<file path="config.mk">
export PLATFORM = sky130hd
export DESIGN_NAME = adcsq_sequencer
export DESIGN_NICKNAME = d
export VERILOG_FILES = /design/src/hdl/adcsq_sequencer.v
export VERILOG_INCLUDE_DIRS = /design/src /design/src/hdl
export SDC_FILE = /design/constraint.sdc
export NUM_CORES = 1
export LEC_CHECK = 0
export CAP_MARGIN = 10
export CORE_UTILIZATION = 50
export DETAILED_ROUTE_END_ITERATION = 7
export DONT_BUFFER_PORTS = 1
export PLACE_DENSITY = 0.63
export SLEW_MARGIN = 20
export SYNTH_ARGS = -nofsm -noshare
export SYNTH_HDL_FRONTEND = slang
export SYNTH_SLANG_ARGS = --single-unit
</file>
<file path="constraint.sdc">
create_clock -name clock -period 2 [get_ports clock]
set_input_delay 0.2 -clock clock [delete_from_list [all_inputs] [get_ports clock]]
set_output_delay 0.2 -clock clock [all_outputs]
set_load 0.01 [all_outputs]
</file>
<file path="src/hdl/adcsq_defs.vh">
// Constants for the converter channel sequencer
`ifndef ADCSQ_DEFS_VH
`define ADCSQ_DEFS_VH
// Register word addresses
`define ADCSQ_ADDR_CTRL 2'h0
`define ADCSQ_ADDR_STAT 2'h1
`define ADCSQ_ADDR_DATA 2'h2
// Control register fields
`define ADCSQ_CTRL_W 13
`define ADCSQ_CTRL_RST 13'h0000
`define ADCSQ_B_RANGE 0
`define ADCSQ_B_SEQLO 1
`define ADCSQ_B_SEQHI 2
`define ADCSQ_F_MODE 4:3
`define ADCSQ_F_ADDR 6:5
`define ADCSQ_B_REF 8
`define ADCSQ_B_CODING 9
`define ADCSQ_F_PWR 11:10
`define ADCSQ_B_TENBIT 12
// Sequence select encodings
`define ADCSQ_SEQ_MANUAL 2'h0
`define ADCSQ_SEQ_CONSEC 2'h3
// Input configuration encodings
`define ADCSQ_MODE_SINGLE 2'h0
`define ADCSQ_MODE_PSEUDO 2'h1
`define ADCSQ_MODE_DIFF 2'h2
// Power control encodings
`define ADCSQ_PWR_NORMAL 2'h0
`define ADCSQ_PWR_AUTOSHDN 2'h1
`define ADCSQ_PWR_AUTOSTBY 2'h2
`define ADCSQ_PWR_FULLSHDN 2'h3
// Code resolution
`define ADCSQ_RES 12
`define ADCSQ_RES_LOW 10
`define ADCSQ_MSB 4'hB
`define ADCSQ_LSB10 4'h2
`define ADCSQ_DAC_FIRST 12'h800
`define ADCSQ_RDATA_W 16
`endif

</file>
<file path="src/hdl/adcsq_sequencer.v">
// Channel sequencer, input mux control and SAR control for a 4-input ADC
// Function
// - Manual mode converts last written channel address
// - Consecutive mode runs channel 0 to final
// - Paired sequencing never converts swapped pairs
// - Each convert-start falling edge while idle advances sequencer in consecutive mode
// - Range bit: span reference or twice reference
// - Coding bit: straight binary or twos complement
// - Code steps one LSB, 10 or 12 bit
// - Two-bit power field selects power behaviour
// - Configuration 00 gives four single-ended channels
// - Single-ended negative side tied to ground
// - Inputs disconnected during conversion, code after
// - Address selects positive input, pairs 0/1, 2/3
// - Configuration field decodes single, diff, pseudo
// - Wrap to channel 0 until next write
//
// Added by the designer: the register offsets and the plain strobed port.
`timescale 1ns/1ps
`include "adcsq_defs.vh"

module adcsq_sequencer (
  // Clock and reset
  input wire clock,
  input wire reset,
  // Register port
  input wire [1:0] regAddr,
  input wire [`ADCSQ_CTRL_W-1:0] regWrData,
  input wire regWrite,
  input wire regRead,
  output reg [`ADCSQ_RDATA_W-1:0] regRdData,
  // Conversion control
  input wire convert_start_n,
  output reg busy,
  output reg dataValid,
  output reg [`ADCSQ_RES-1:0] resultCode,
  output reg [1:0] resultChannel,
  // Analog front end control
  output reg [1:0] posSelect,
  output reg [1:0] negSelect,
  output reg negToGround,
  output reg sampleConnect,
  output reg rangeDouble,
  output reg refInternal,
  input wire compAbove,
  output reg [`ADCSQ_RES-1:0] dacCode,
  // Power control
  output reg corePowered,
  output reg refPowered,
  output reg refBufPowered
);

  localparam ST_IDLE = 2'h0;
  localparam ST_CONV = 2'h1;
  localparam ST_DONE = 2'h2;

  reg [`ADCSQ_CTRL_W-1:0] ctrl_r;
  reg [1:0] state_r;
  reg [1:0] state_nxt;
  reg convPrev_r;
  reg [1:0] seqAddr_r;
  reg [1:0] seqAddr_nxt;
  reg [1:0] convChan_r;
  reg [3:0] bitIdx_r;
  reg [`ADCSQ_RES-1:0] sar_r;
  reg powerDown_r;

  wire startEdge;
  wire [1:0] seqSel;
  wire [1:0] modeSel;
  wire [1:0] finalAddr;
  wire [1:0] pwrSel;
  wire paired;
  wire [1:0] chanNow;
  wire [3:0] lastBit;

  // Mixed sequence encodings are left to the host to avoid
  assign seqSel = {ctrl_r[`ADCSQ_B_SEQHI], ctrl_r[`ADCSQ_B_SEQLO]};
  assign modeSel = ctrl_r[`ADCSQ_F_MODE];
  assign finalAddr = ctrl_r[`ADCSQ_F_ADDR];
  assign pwrSel = ctrl_r[`ADCSQ_F_PWR];
  // Unused configuration 11 falls back to single-ended
  assign paired = (modeSel == `ADCSQ_MODE_DIFF) ||
    (modeSel == `ADCSQ_MODE_PSEUDO);
  // Falling edge of convert start; input already synchronous
  assign startEdge = convPrev_r & ~convert_start_n;
  assign chanNow = (seqSel == `ADCSQ_SEQ_CONSEC) ?
    seqAddr_r : finalAddr;
  // Ten-bit variant stops two trials early
  assign lastBit = ctrl_r[`ADCSQ_B_TENBIT] ?
    `ADCSQ_LSB10 : 4'h0;

  // Negative input for a given address in paired modes
  function [1:0] pairMate;
    input [1:0] addr;
    begin
      pairMate = {addr[1], ~addr[0]};
    end
  endfunction

  // Next sequence address; paired modes skip swapped pairs
  always @* begin
    seqAddr_nxt = seqAddr_r;
    if (paired) begin
      if (seqAddr_r[1] == finalAddr[1]) begin
        seqAddr_nxt = 2'h0;
      end else begin
        seqAddr_nxt = 2'h2;
      end
    end else begin
      if (seqAddr_r == finalAddr) begin
        seqAddr_nxt = 2'h0;
      end else begin
        seqAddr_nxt = seqAddr_r + 2'h1;
      end
    end
  end

  // Control register; a write restarts the sequence at channel 0
  always @(posedge clock) begin
    if (reset) begin
      ctrl_r <= `ADCSQ_CTRL_RST;
      seqAddr_r <= 2'h0;
    end else if (regWrite && regAddr == `ADCSQ_ADDR_CTRL) begin
      ctrl_r <= regWrData;
      seqAddr_r <= 2'h0;
    end else if (startEdge && state_r == ST_IDLE &&
        seqSel == `ADCSQ_SEQ_CONSEC) begin
      seqAddr_r <= seqAddr_nxt;
    end
  end

  // Edge detector history
  always @(posedge clock) begin
    if (reset) begin
      convPrev_r <= 1'b1;
    end else begin
      convPrev_r <= convert_start_n;
    end
  end

  // Conversion state machine
  always @* begin
    state_nxt = state_r;
    case (state_r)
      ST_IDLE: begin
        if (startEdge) begin
          state_nxt = ST_CONV;
        end
      end
      ST_CONV: begin
        if (bitIdx_r == lastBit) begin
          state_nxt = ST_DONE;
        end
      end
      ST_DONE: begin
        state_nxt = ST_IDLE;
      end
      default: begin
        state_nxt = ST_IDLE;
      end
    endcase
  end

  // Successive approximation: one trial bit per clock
  always @(posedge clock) begin
    if (reset) begin
      state_r <= ST_IDLE;
      bitIdx_r <= `ADCSQ_MSB;
      sar_r <= {`ADCSQ_RES{1'b0}};
      convChan_r <= 2'h0;
      dacCode <= {`ADCSQ_RES{1'b0}};
    end else begin
      state_r <= state_nxt;
      case (state_r)
        ST_IDLE: begin
          if (startEdge) begin
            bitIdx_r <= `ADCSQ_MSB;
            sar_r <= {`ADCSQ_RES{1'b0}};
            convChan_r <= chanNow;
            dacCode <= `ADCSQ_DAC_FIRST;
          end
        end
        ST_CONV: begin
          // Keep the trial bit if input is above the DAC level
          sar_r[bitIdx_r] <= compAbove;
          dacCode[bitIdx_r] <= compAbove;
          if (bitIdx_r != lastBit) begin
            bitIdx_r <= bitIdx_r - 4'h1;
            // Registered trial word: next bit is tried one clock on
            dacCode[bitIdx_r - 4'h1] <= 1'b1;
          end
        end
        default: begin
          bitIdx_r <= `ADCSQ_MSB;
        end
      endcase
    end
  end

  // Result, coded once the comparison has finished
  always @(posedge clock) begin
    if (reset) begin
      resultCode <= {`ADCSQ_RES{1'b0}};
      resultChannel <= 2'h0;
      dataValid <= 1'b0;
    end else begin
      dataValid <= 1'b0;
      if (state_r == ST_DONE) begin
        resultCode <= sar_r;
        resultChannel <= convChan_r;
        dataValid <= 1'b1;
        // Twos complement flips the top code bit
        if (ctrl_r[`ADCSQ_B_CODING]) begin
          resultCode[`ADCSQ_MSB] <= ~sar_r[`ADCSQ_MSB];
        end
      end
    end
  end

  // Input mux; held at the converted channel while converting
  always @(posedge clock) begin
    if (reset) begin
      posSelect <= 2'h0;
      negSelect <= 2'h0;
      negToGround <= 1'b1;
      sampleConnect <= 1'b1;
      busy <= 1'b0;
    end else begin
      busy <= (state_nxt != ST_IDLE);
      // Both inputs leave the array from the sampling edge
      sampleConnect <= (state_nxt == ST_IDLE);
      if (state_nxt == ST_IDLE) begin
        posSelect <= chanNow;
        negSelect <= paired ? pairMate(chanNow) : 2'h0;
        negToGround <= ~paired;
      end
    end
  end

  // Range and reference selects are plain static decodes
  always @(posedge clock) begin
    if (reset) begin
      rangeDouble <= 1'b0;
      refInternal <= 1'b0;
    end else begin
      rangeDouble <= ctrl_r[`ADCSQ_B_RANGE];
      refInternal <= ctrl_r[`ADCSQ_B_REF];
    end
  end

  // Auto modes sleep after a conversion and wake on the next start
  always @(posedge clock) begin
    if (reset) begin
      powerDown_r <= 1'b0;
    end else if (state_r == ST_DONE) begin
      // Set wins: a start edge here is ignored by the converter
      powerDown_r <= 1'b1;
    end else if (startEdge) begin
      powerDown_r <= 1'b0;
    end
  end

  // Power enables; full shutdown keeps the control register
  always @(posedge clock) begin
    if (reset) begin
      corePowered <= 1'b1;
      refPowered <= 1'b1;
      refBufPowered <= 1'b1;
    end else begin
      case (pwrSel)
        `ADCSQ_PWR_NORMAL: begin
          corePowered <= 1'b1;
          refPowered <= 1'b1;
          refBufPowered <= 1'b1;
        end
        `ADCSQ_PWR_AUTOSHDN: begin
          corePowered <= ~powerDown_r;
          refPowered <= ~powerDown_r;
          refBufPowered <= ~powerDown_r;
        end
        `ADCSQ_PWR_AUTOSTBY: begin
          // Reference stays up so wake-up is short
          corePowered <= ~powerDown_r;
          refPowered <= 1'b1;
          refBufPowered <= ~powerDown_r;
        end
        default: begin
          corePowered <= 1'b0;
          refPowered <= 1'b0;
          refBufPowered <= 1'b0;
        end
      endcase
    end
  end

  // Read data one cycle after the strobe; unmapped reads zero
  always @(posedge clock) begin
    if (reset) begin
      regRdData <= {`ADCSQ_RDATA_W{1'b0}};
    end else if (regRead) begin
      case (regAddr)
        `ADCSQ_ADDR_CTRL: begin
          regRdData <= {3'h0, ctrl_r};
        end
        `ADCSQ_ADDR_STAT: begin
          regRdData <= {10'h000, convChan_r, seqAddr_r,
            powerDown_r, busy};
        end
        `ADCSQ_ADDR_DATA: begin
          regRdData <= {2'h0, resultChannel, resultCode};
        end
        default: begin
          regRdData <= {`ADCSQ_RDATA_W{1'b0}};
        end
      endcase
    end else begin
      regRdData <= {`ADCSQ_RDATA_W{1'b0}};
    end
  end

endmodule // adcsq_sequencer

</file>
# Yosys cells after proc, flatten, opt, wreduce, memory -nomap -nowiden
# Cells that the tools add are included.
# word_totals
regBits	91
latch_bits	0
mem_bits_rw	0
rom_bits	0
output_inout_bits	55
wordCells	101
mem_count	0
# classes
n_addsub	2
n_mul	0
n_div	0
magnitude_cmp	4
n_eq_ne	15
shifts	0
mux	30
n_bitwise	8
n_reduce_logical	20
# ops
op	n
$pmux W12 S2	2
$pmux W14 S3	1
$mux W12	3
$bwmux W12	2
$mux W2	8
$or A12 B12 Y12	1
$eq A2 B2 Y1 const B	5
$lt A4 B5 Y1 const B	2
$demux W1 S4	2
$eq A2 B1 Y1 const B	4
$ge A4 B1 Y1 const B	2
$logic_not A2 Y1	4
$mux W4	2
$pmux W4 S2	1
$reduce_or A2 Y1	4
$mux W1	6
$not A1 Y1	6
$reduce_and A2 Y1	3
$reduce_bool A2 Y1	3
$logic_and A1 B1 Y1	5
$eq A4 B2 Y1	1
$ne A2 B2 Y1 const B	2
$ne A4 B2 Y1	1
$pmux W1 S2	2
7 further kinds	7

# Longest topological paths before layout
# depth
ltp_word	8
ltp_mapped	7

# Least setup slack after synthesis
# Ideal clock, no wire load.
# synth_timing
path_kind	flip-flop to flip-flop
startpoint	reg bitIdx_r[0]
endpoint	reg dacCode[8]
setup_time_ns	0.076
arrival_ns	1.674
setup_slack_ns	0.251
path_stages_with_launch	7
period_less_slack_ns	1.749
path_cell_list	dfxtp_1 inv_1 ha_1 or2_2 o21ai_0 a22oi_1 o22ai_1
# synth_via
elab_chain_len	8
elab_cells_between_ends	16
cone_classes	add/sub: 1; order compare: 4; eq/ne: 1; mux: 7; bitwise: 1; reduce/logical: 2
# synth_lines
element	line	text
start: declaration	adcsq_sequencer.v:64	reg [3:0] bitIdx_r;
start signal: assignment	adcsq_sequencer.v:169	bitIdx_r <= `ADCSQ_MSB;
start signal: assignment	adcsq_sequencer.v:178	bitIdx_r <= `ADCSQ_MSB;
start signal: assignment	adcsq_sequencer.v:189	bitIdx_r <= bitIdx_r - 4'h1;
$sub A4 B1 Y4 (tied with other cells)	adcsq_sequencer.v:191	dacCode[bitIdx_r - 4'h1] <= 1'b1;
$lt A4 B5 Y1 (implied by the code) (tied with other cells)	adcsq_sequencer.v:191	
$logic_and A1 B1 Y1 (implied by the code) / $mux W1 (equally long branches)	adcsq_sequencer.v:191, adcsq_sequencer.v:187	
$mux W1 (implied by the code) / $demux W1 S4 (equally long branches)	adcsq_sequencer.v:191, adcsq_sequencer.v:187	
$demux W1 S4 / $bwmux W12 (equally long branches)	adcsq_sequencer.v:191, adcsq_sequencer.v:187	
$or A12 B12 Y12 (no line)	--	
$mux W12 (*)	adcsq_sequencer.v:188	if (bitIdx_r != lastBit) begin
$pmux W12 S2 (*)	adcsq_sequencer.v:175	case (state_r)
end signal: assignment	adcsq_sequencer.v:172	dacCode <= {`ADCSQ_RES{1'b0}};
end signal: assignment	adcsq_sequencer.v:181	dacCode <= `ADCSQ_DAC_FIRST;
end signal: indexed assignment	adcsq_sequencer.v:187	dacCode[bitIdx_r] <= compAbove;
end: declaration	adcsq_sequencer.v:46	output reg [`ADCSQ_RES-1:0] dacCode,
# Mark *: on every way between the ends. The rest lies on a longest branch, timed or not.
# A chain may end at the register's enable or synchronous reset.

# Worst setup path in the final report
# layout_timing
startpoint	reg state_r[0]
endpoint	reg dacCode[10]
# layout_via
elab_chain_len	3
elab_cells_between_ends	6
cone_classes	eq/ne: 2; mux: 1; reduce/logical: 3
# layout_lines
element	line	text
start: declaration	adcsq_sequencer.v:58	reg [1:0] state_r;
start signal: assignment	adcsq_sequencer.v:174	state_r <= state_nxt;
$eq A2 B1 Y1 / $logic_not A2 Y1 (equally long branches)	adcsq_sequencer.v:175	
$reduce_bool A2 Y1 (no line) / $ne A2 B2 Y1 (equally long branches)	--	
$reduce_and A2 Y1 (no line)	--	
# Parallel ways exist; a longest one is shown, timed or not.

==> results.sh <==
export IMPL_io_buffers=0
export IMPL_cts_htree_levels=3
export IMPL_drtIter0Drc=151
export IMPL_critPathSlowestCell="or4b_4"
export IMPL_p_clk_share_pct=36.3
export IMPL_firstDrtPassIters=5
export IMPL_synthCells=460
export IMPL_insertion_delay_ps=360
export IMPL_synth_top_cell_by_area="dfxtp_1"
export IMPL_cts_tree="yes"
export IMPL_maxCapViolCount=0
export IMPL_slowest_delay_ps=740
export IMPL_rows=31
export IMPL_switchingPower_w=0.000880
export IMPL_die_w_microns=89.9
export IMPL_grt_max_degree=65
export IMPL_area_growth_syn_to_layout_pct=9.43
export IMPL_power_density_nw_per_um2=769
export IMPL_via_per_inst=5.73
export IMPL_switching_share_pct=27.1
export IMPL_postRouteAntennaNets=0
export IMPL_path_cells="or4b_4 -> and2_0 -> a21boi_0 -> o22ai_1"
export IMPL_ctsResizeCount=0
export IMPL_outcome="finished clean"
export IMPL_critPathLaunchType="flip-flop"
export IMPL_grt_use_met2_pct=38.9
export IMPL_cp_data_arrival_time_ps=2080
export IMPL_ys_ff_latch=89
export IMPL_cts_sinks=89
export IMPL_dp_hpwl_microns=6520
export IMPL_finClkSkew_ps=11.1
export IMPL_finalMaxSlewViolations=0
export IMPL_path_clk_slew_ps=90
export IMPL_min_path_type="in -> reg"
export IMPL_path_max_fanout=25
export IMPL_fillers=716
export IMPL_busiest_layer="met2"
export IMPL_start_util_pct=52.4
export IMPL_io_pins=76
export IMPL_fin_tns_setup_ps=0
export IMPL_antenna_cells=0
export IMPL_cts_root_buf="clkbuf_8"
export IMPL_yosysUniqueCellTypes=57
export IMPL_grt_use_met3_pct=8.38
export IMPL_final_nets=493
export IMPL_worstSetupEndpointType="flip-flop"
export IMPL_grt_setup_unrepaired="no"
export IMPL_power_frac_seq_pct=56.5
export IMPL_die_h_microns=89.9
export IMPL_grt_pass1_vias=3075
export IMPL_place_congestion=0.883
export IMPL_synthTopCellsByArea="dfxtp_1 46%, nand2_1 7.2%, a21oi_1 6.7%"
export IMPL_coreArea_sq_um=7370
export IMPL_grt_pass1_wl_microns=15800
export IMPL_clockBufferDepth=2
export IMPL_synth_ff_type="dfxtp_1"
export IMPL_finalCritPeriodShare_pct=92.1
export IMPL_setup_viol=0
export IMPL_dieArea_sq_um=8070
export IMPL_drive_above_1_share_pct=7.28
export IMPL_peakVddDrop_v=0.000435
export IMPL_wire_per_inst_microns=16.8
export IMPL_yosys_cell_count_top_type="dfxtp_1"
export IMPL_cp_required_ps=2240
export IMPL_drc_errors=0
export IMPL_antenna_found_initial=0
export IMPL_synth_edf_count=0
export IMPL_routed_wl_microns=9500
export IMPL_ys_warn_count=0
export IMPL_crit_type="reg -> reg"
export IMPL_worst_slew_pin_slew_ps=620
export IMPL_track_usage_pct=24.5
export IMPL_cts_setup_buffers=0
export IMPL_leakagePower_nw=1.53
export IMPL_cts_buffers=9
export IMPL_grt_ovfl_total=0
export IMPL_vias=3244
export IMPL_finalHoldViolCount=0
export IMPL_met1_usage_pct=31.3
export IMPL_async_flop_share_pct=0
export IMPL_synth_common_cells="89 x dfxtp_1, 74 x nand2_1, 52 x a21oi_1, 43 x nor2_1, 22 x nand3_1"
export IMPL_slew_headroom_pct=58.5
export IMPL_syn_area_sq_um=3860
export IMPL_synth_area_per_cell_sq_um=8.39
export IMPL_power_share_combinational_pct=7.2
export IMPL_ys_seq_area_share_pct=46.2
export IMPL_fin_crit_ps=1840
export IMPL_p_int_w=0.00237
export IMPL_max_freq_ghz=0.543
export IMPL_synth_top_area_share_pct=46.2
export IMPL_whs_ps=11.8
-- final cells by class --
cell class                      instances  area (sq um)  area share (%)
Multi-Input combinational cell        327          1850            43.9
Sequential cell                        89          1780            42.2
Timing Repair Buffer                   24           240            5.69
Clock buffer                            9           124            2.93
Tap cell                               99           124            2.93
Clock inverter                          7          60.1            1.42
Inverter                               11          41.3           0.977
-- worst max-delay path: cells and delay by family (launching register included) --
family | cells | cell delay, ps
simple gates | 2 | 980
compound gates | 2 | 340
flops | 1 | 390
-- state kept, by name, summed over array words and instances (netlist names), 2 cells and up --
signal	flops
regRdData	14
ctrl_r	13
dacCode	12
resultCode	12
sar_r	12
bitIdx_r	4
convChan_r	2
negSelect	2
posSelect	2
resultChannel	2
seqAddr_r	2
state_r	2
-- path summary, 6_finish.rpt --
check	start	end	slack, ps	cells past startpoint
setup / recovery	state_r[0]	dacCode[10]	160	4
hold / removal	reset	bitIdx_r[1]	10	2
setup reg to reg	state_r[0]	dacCode[10]	160	4
hold reg to reg	sar_r[3]	resultCode[3]	460	2
-- cell usage in the layout, fill, tap and decap left out, types with 3 or more instances in the layout --
cell type      netlist  layout
and2_0               4       4
or2_2                3       3
xnor2_1              3       3
nor3_1               7       7
nand4_1              7       7
o22ai_1              8       8
nand3_1             22      22
ha_1                10      10
nand2b_1             3       3
a31oi_1              8       8
dfxtp_1             89      89
a211oi_1             5       5
buf_4                3       7
inv_1               10      10
and3_1               3       3
nor2_1              43      43
nand2_1             74      74
a32oi_1              4       4
and2_1               5       5
a21oi_1             52      52
dlygate4sd3_1        0      16
mux2i_1             16      16
clkbuf_8             0       9
o21ai_0              9       9
nor2b_1              7       7
a21boi_0             4       4
-- power groups by stage --
| stage | Clock [W] | Combinational [W] | Sequential [W] |
|---|---|---|---|
| after global placement | 0 | 0.000172 | 0.00188 |
| after detailed placement | 0 | 0.000177 | 0.00188 |
| final | 0.00118 | 0.000235 | 0.00184 |
| after CTS | 0.00121 | 0.000233 | 0.00184 |
| after floorplan | 0 | 0.000188 | 0.00187 |
| after global routing | 0.00128 | 0.000258 | 0.00184 |
-- metal layers --
layer / vias up / wire [microns]
met5: - / 0
met4: 0 / 206
met2: 131 / 4240
met3: 22 / 833
li1: 1586 / -
met1: 1505 / 4220
-- kinds of logic (layout without fill, tap and decap cells) --
family / Yosys count / in the layout / synth area share, %
AO/OA/AOI/OAI: 102 / 102 / 15.7
XOR/XNOR: 4 / 4 / 0.908
adder cells (fa/ha/maj): 10 / 10 / 3.24
buffers and inverters: 45 / 51 / 5.93
flip-flops: 89 / 89 / 46.2
multiplexers: 18 / 18 / 4.73
other: 1 / 2 / 0.0972
AND/OR/NAND/NOR: 191 / 191 / 23.2
-- repair_timing --
| item | 4_1_cts | 5_1_grt |
|---|---|---|
| endpoints found under the hold margin | 72 | 0 |
| endpoints found under the setup margin | 0 | 0 |
| hold buffers | 17 | 0 |
-- stage by stage --
stage	cells	instance area [sq um]	setup WS, ps	utilization, %	power, W
after global routing	566	4220	30.5	57.3	0.00338
after detailed placement	533	3850	205	52.3	0.00205
after floorplan	461	3860	251	-	0.00206
final	566	4220	159	57.3	0.00325
after global placement	533	3850	289	52.3	0.00205
after CTS	566	4220	190	57.3	0.00328
(Power assumes the default switching activity.)
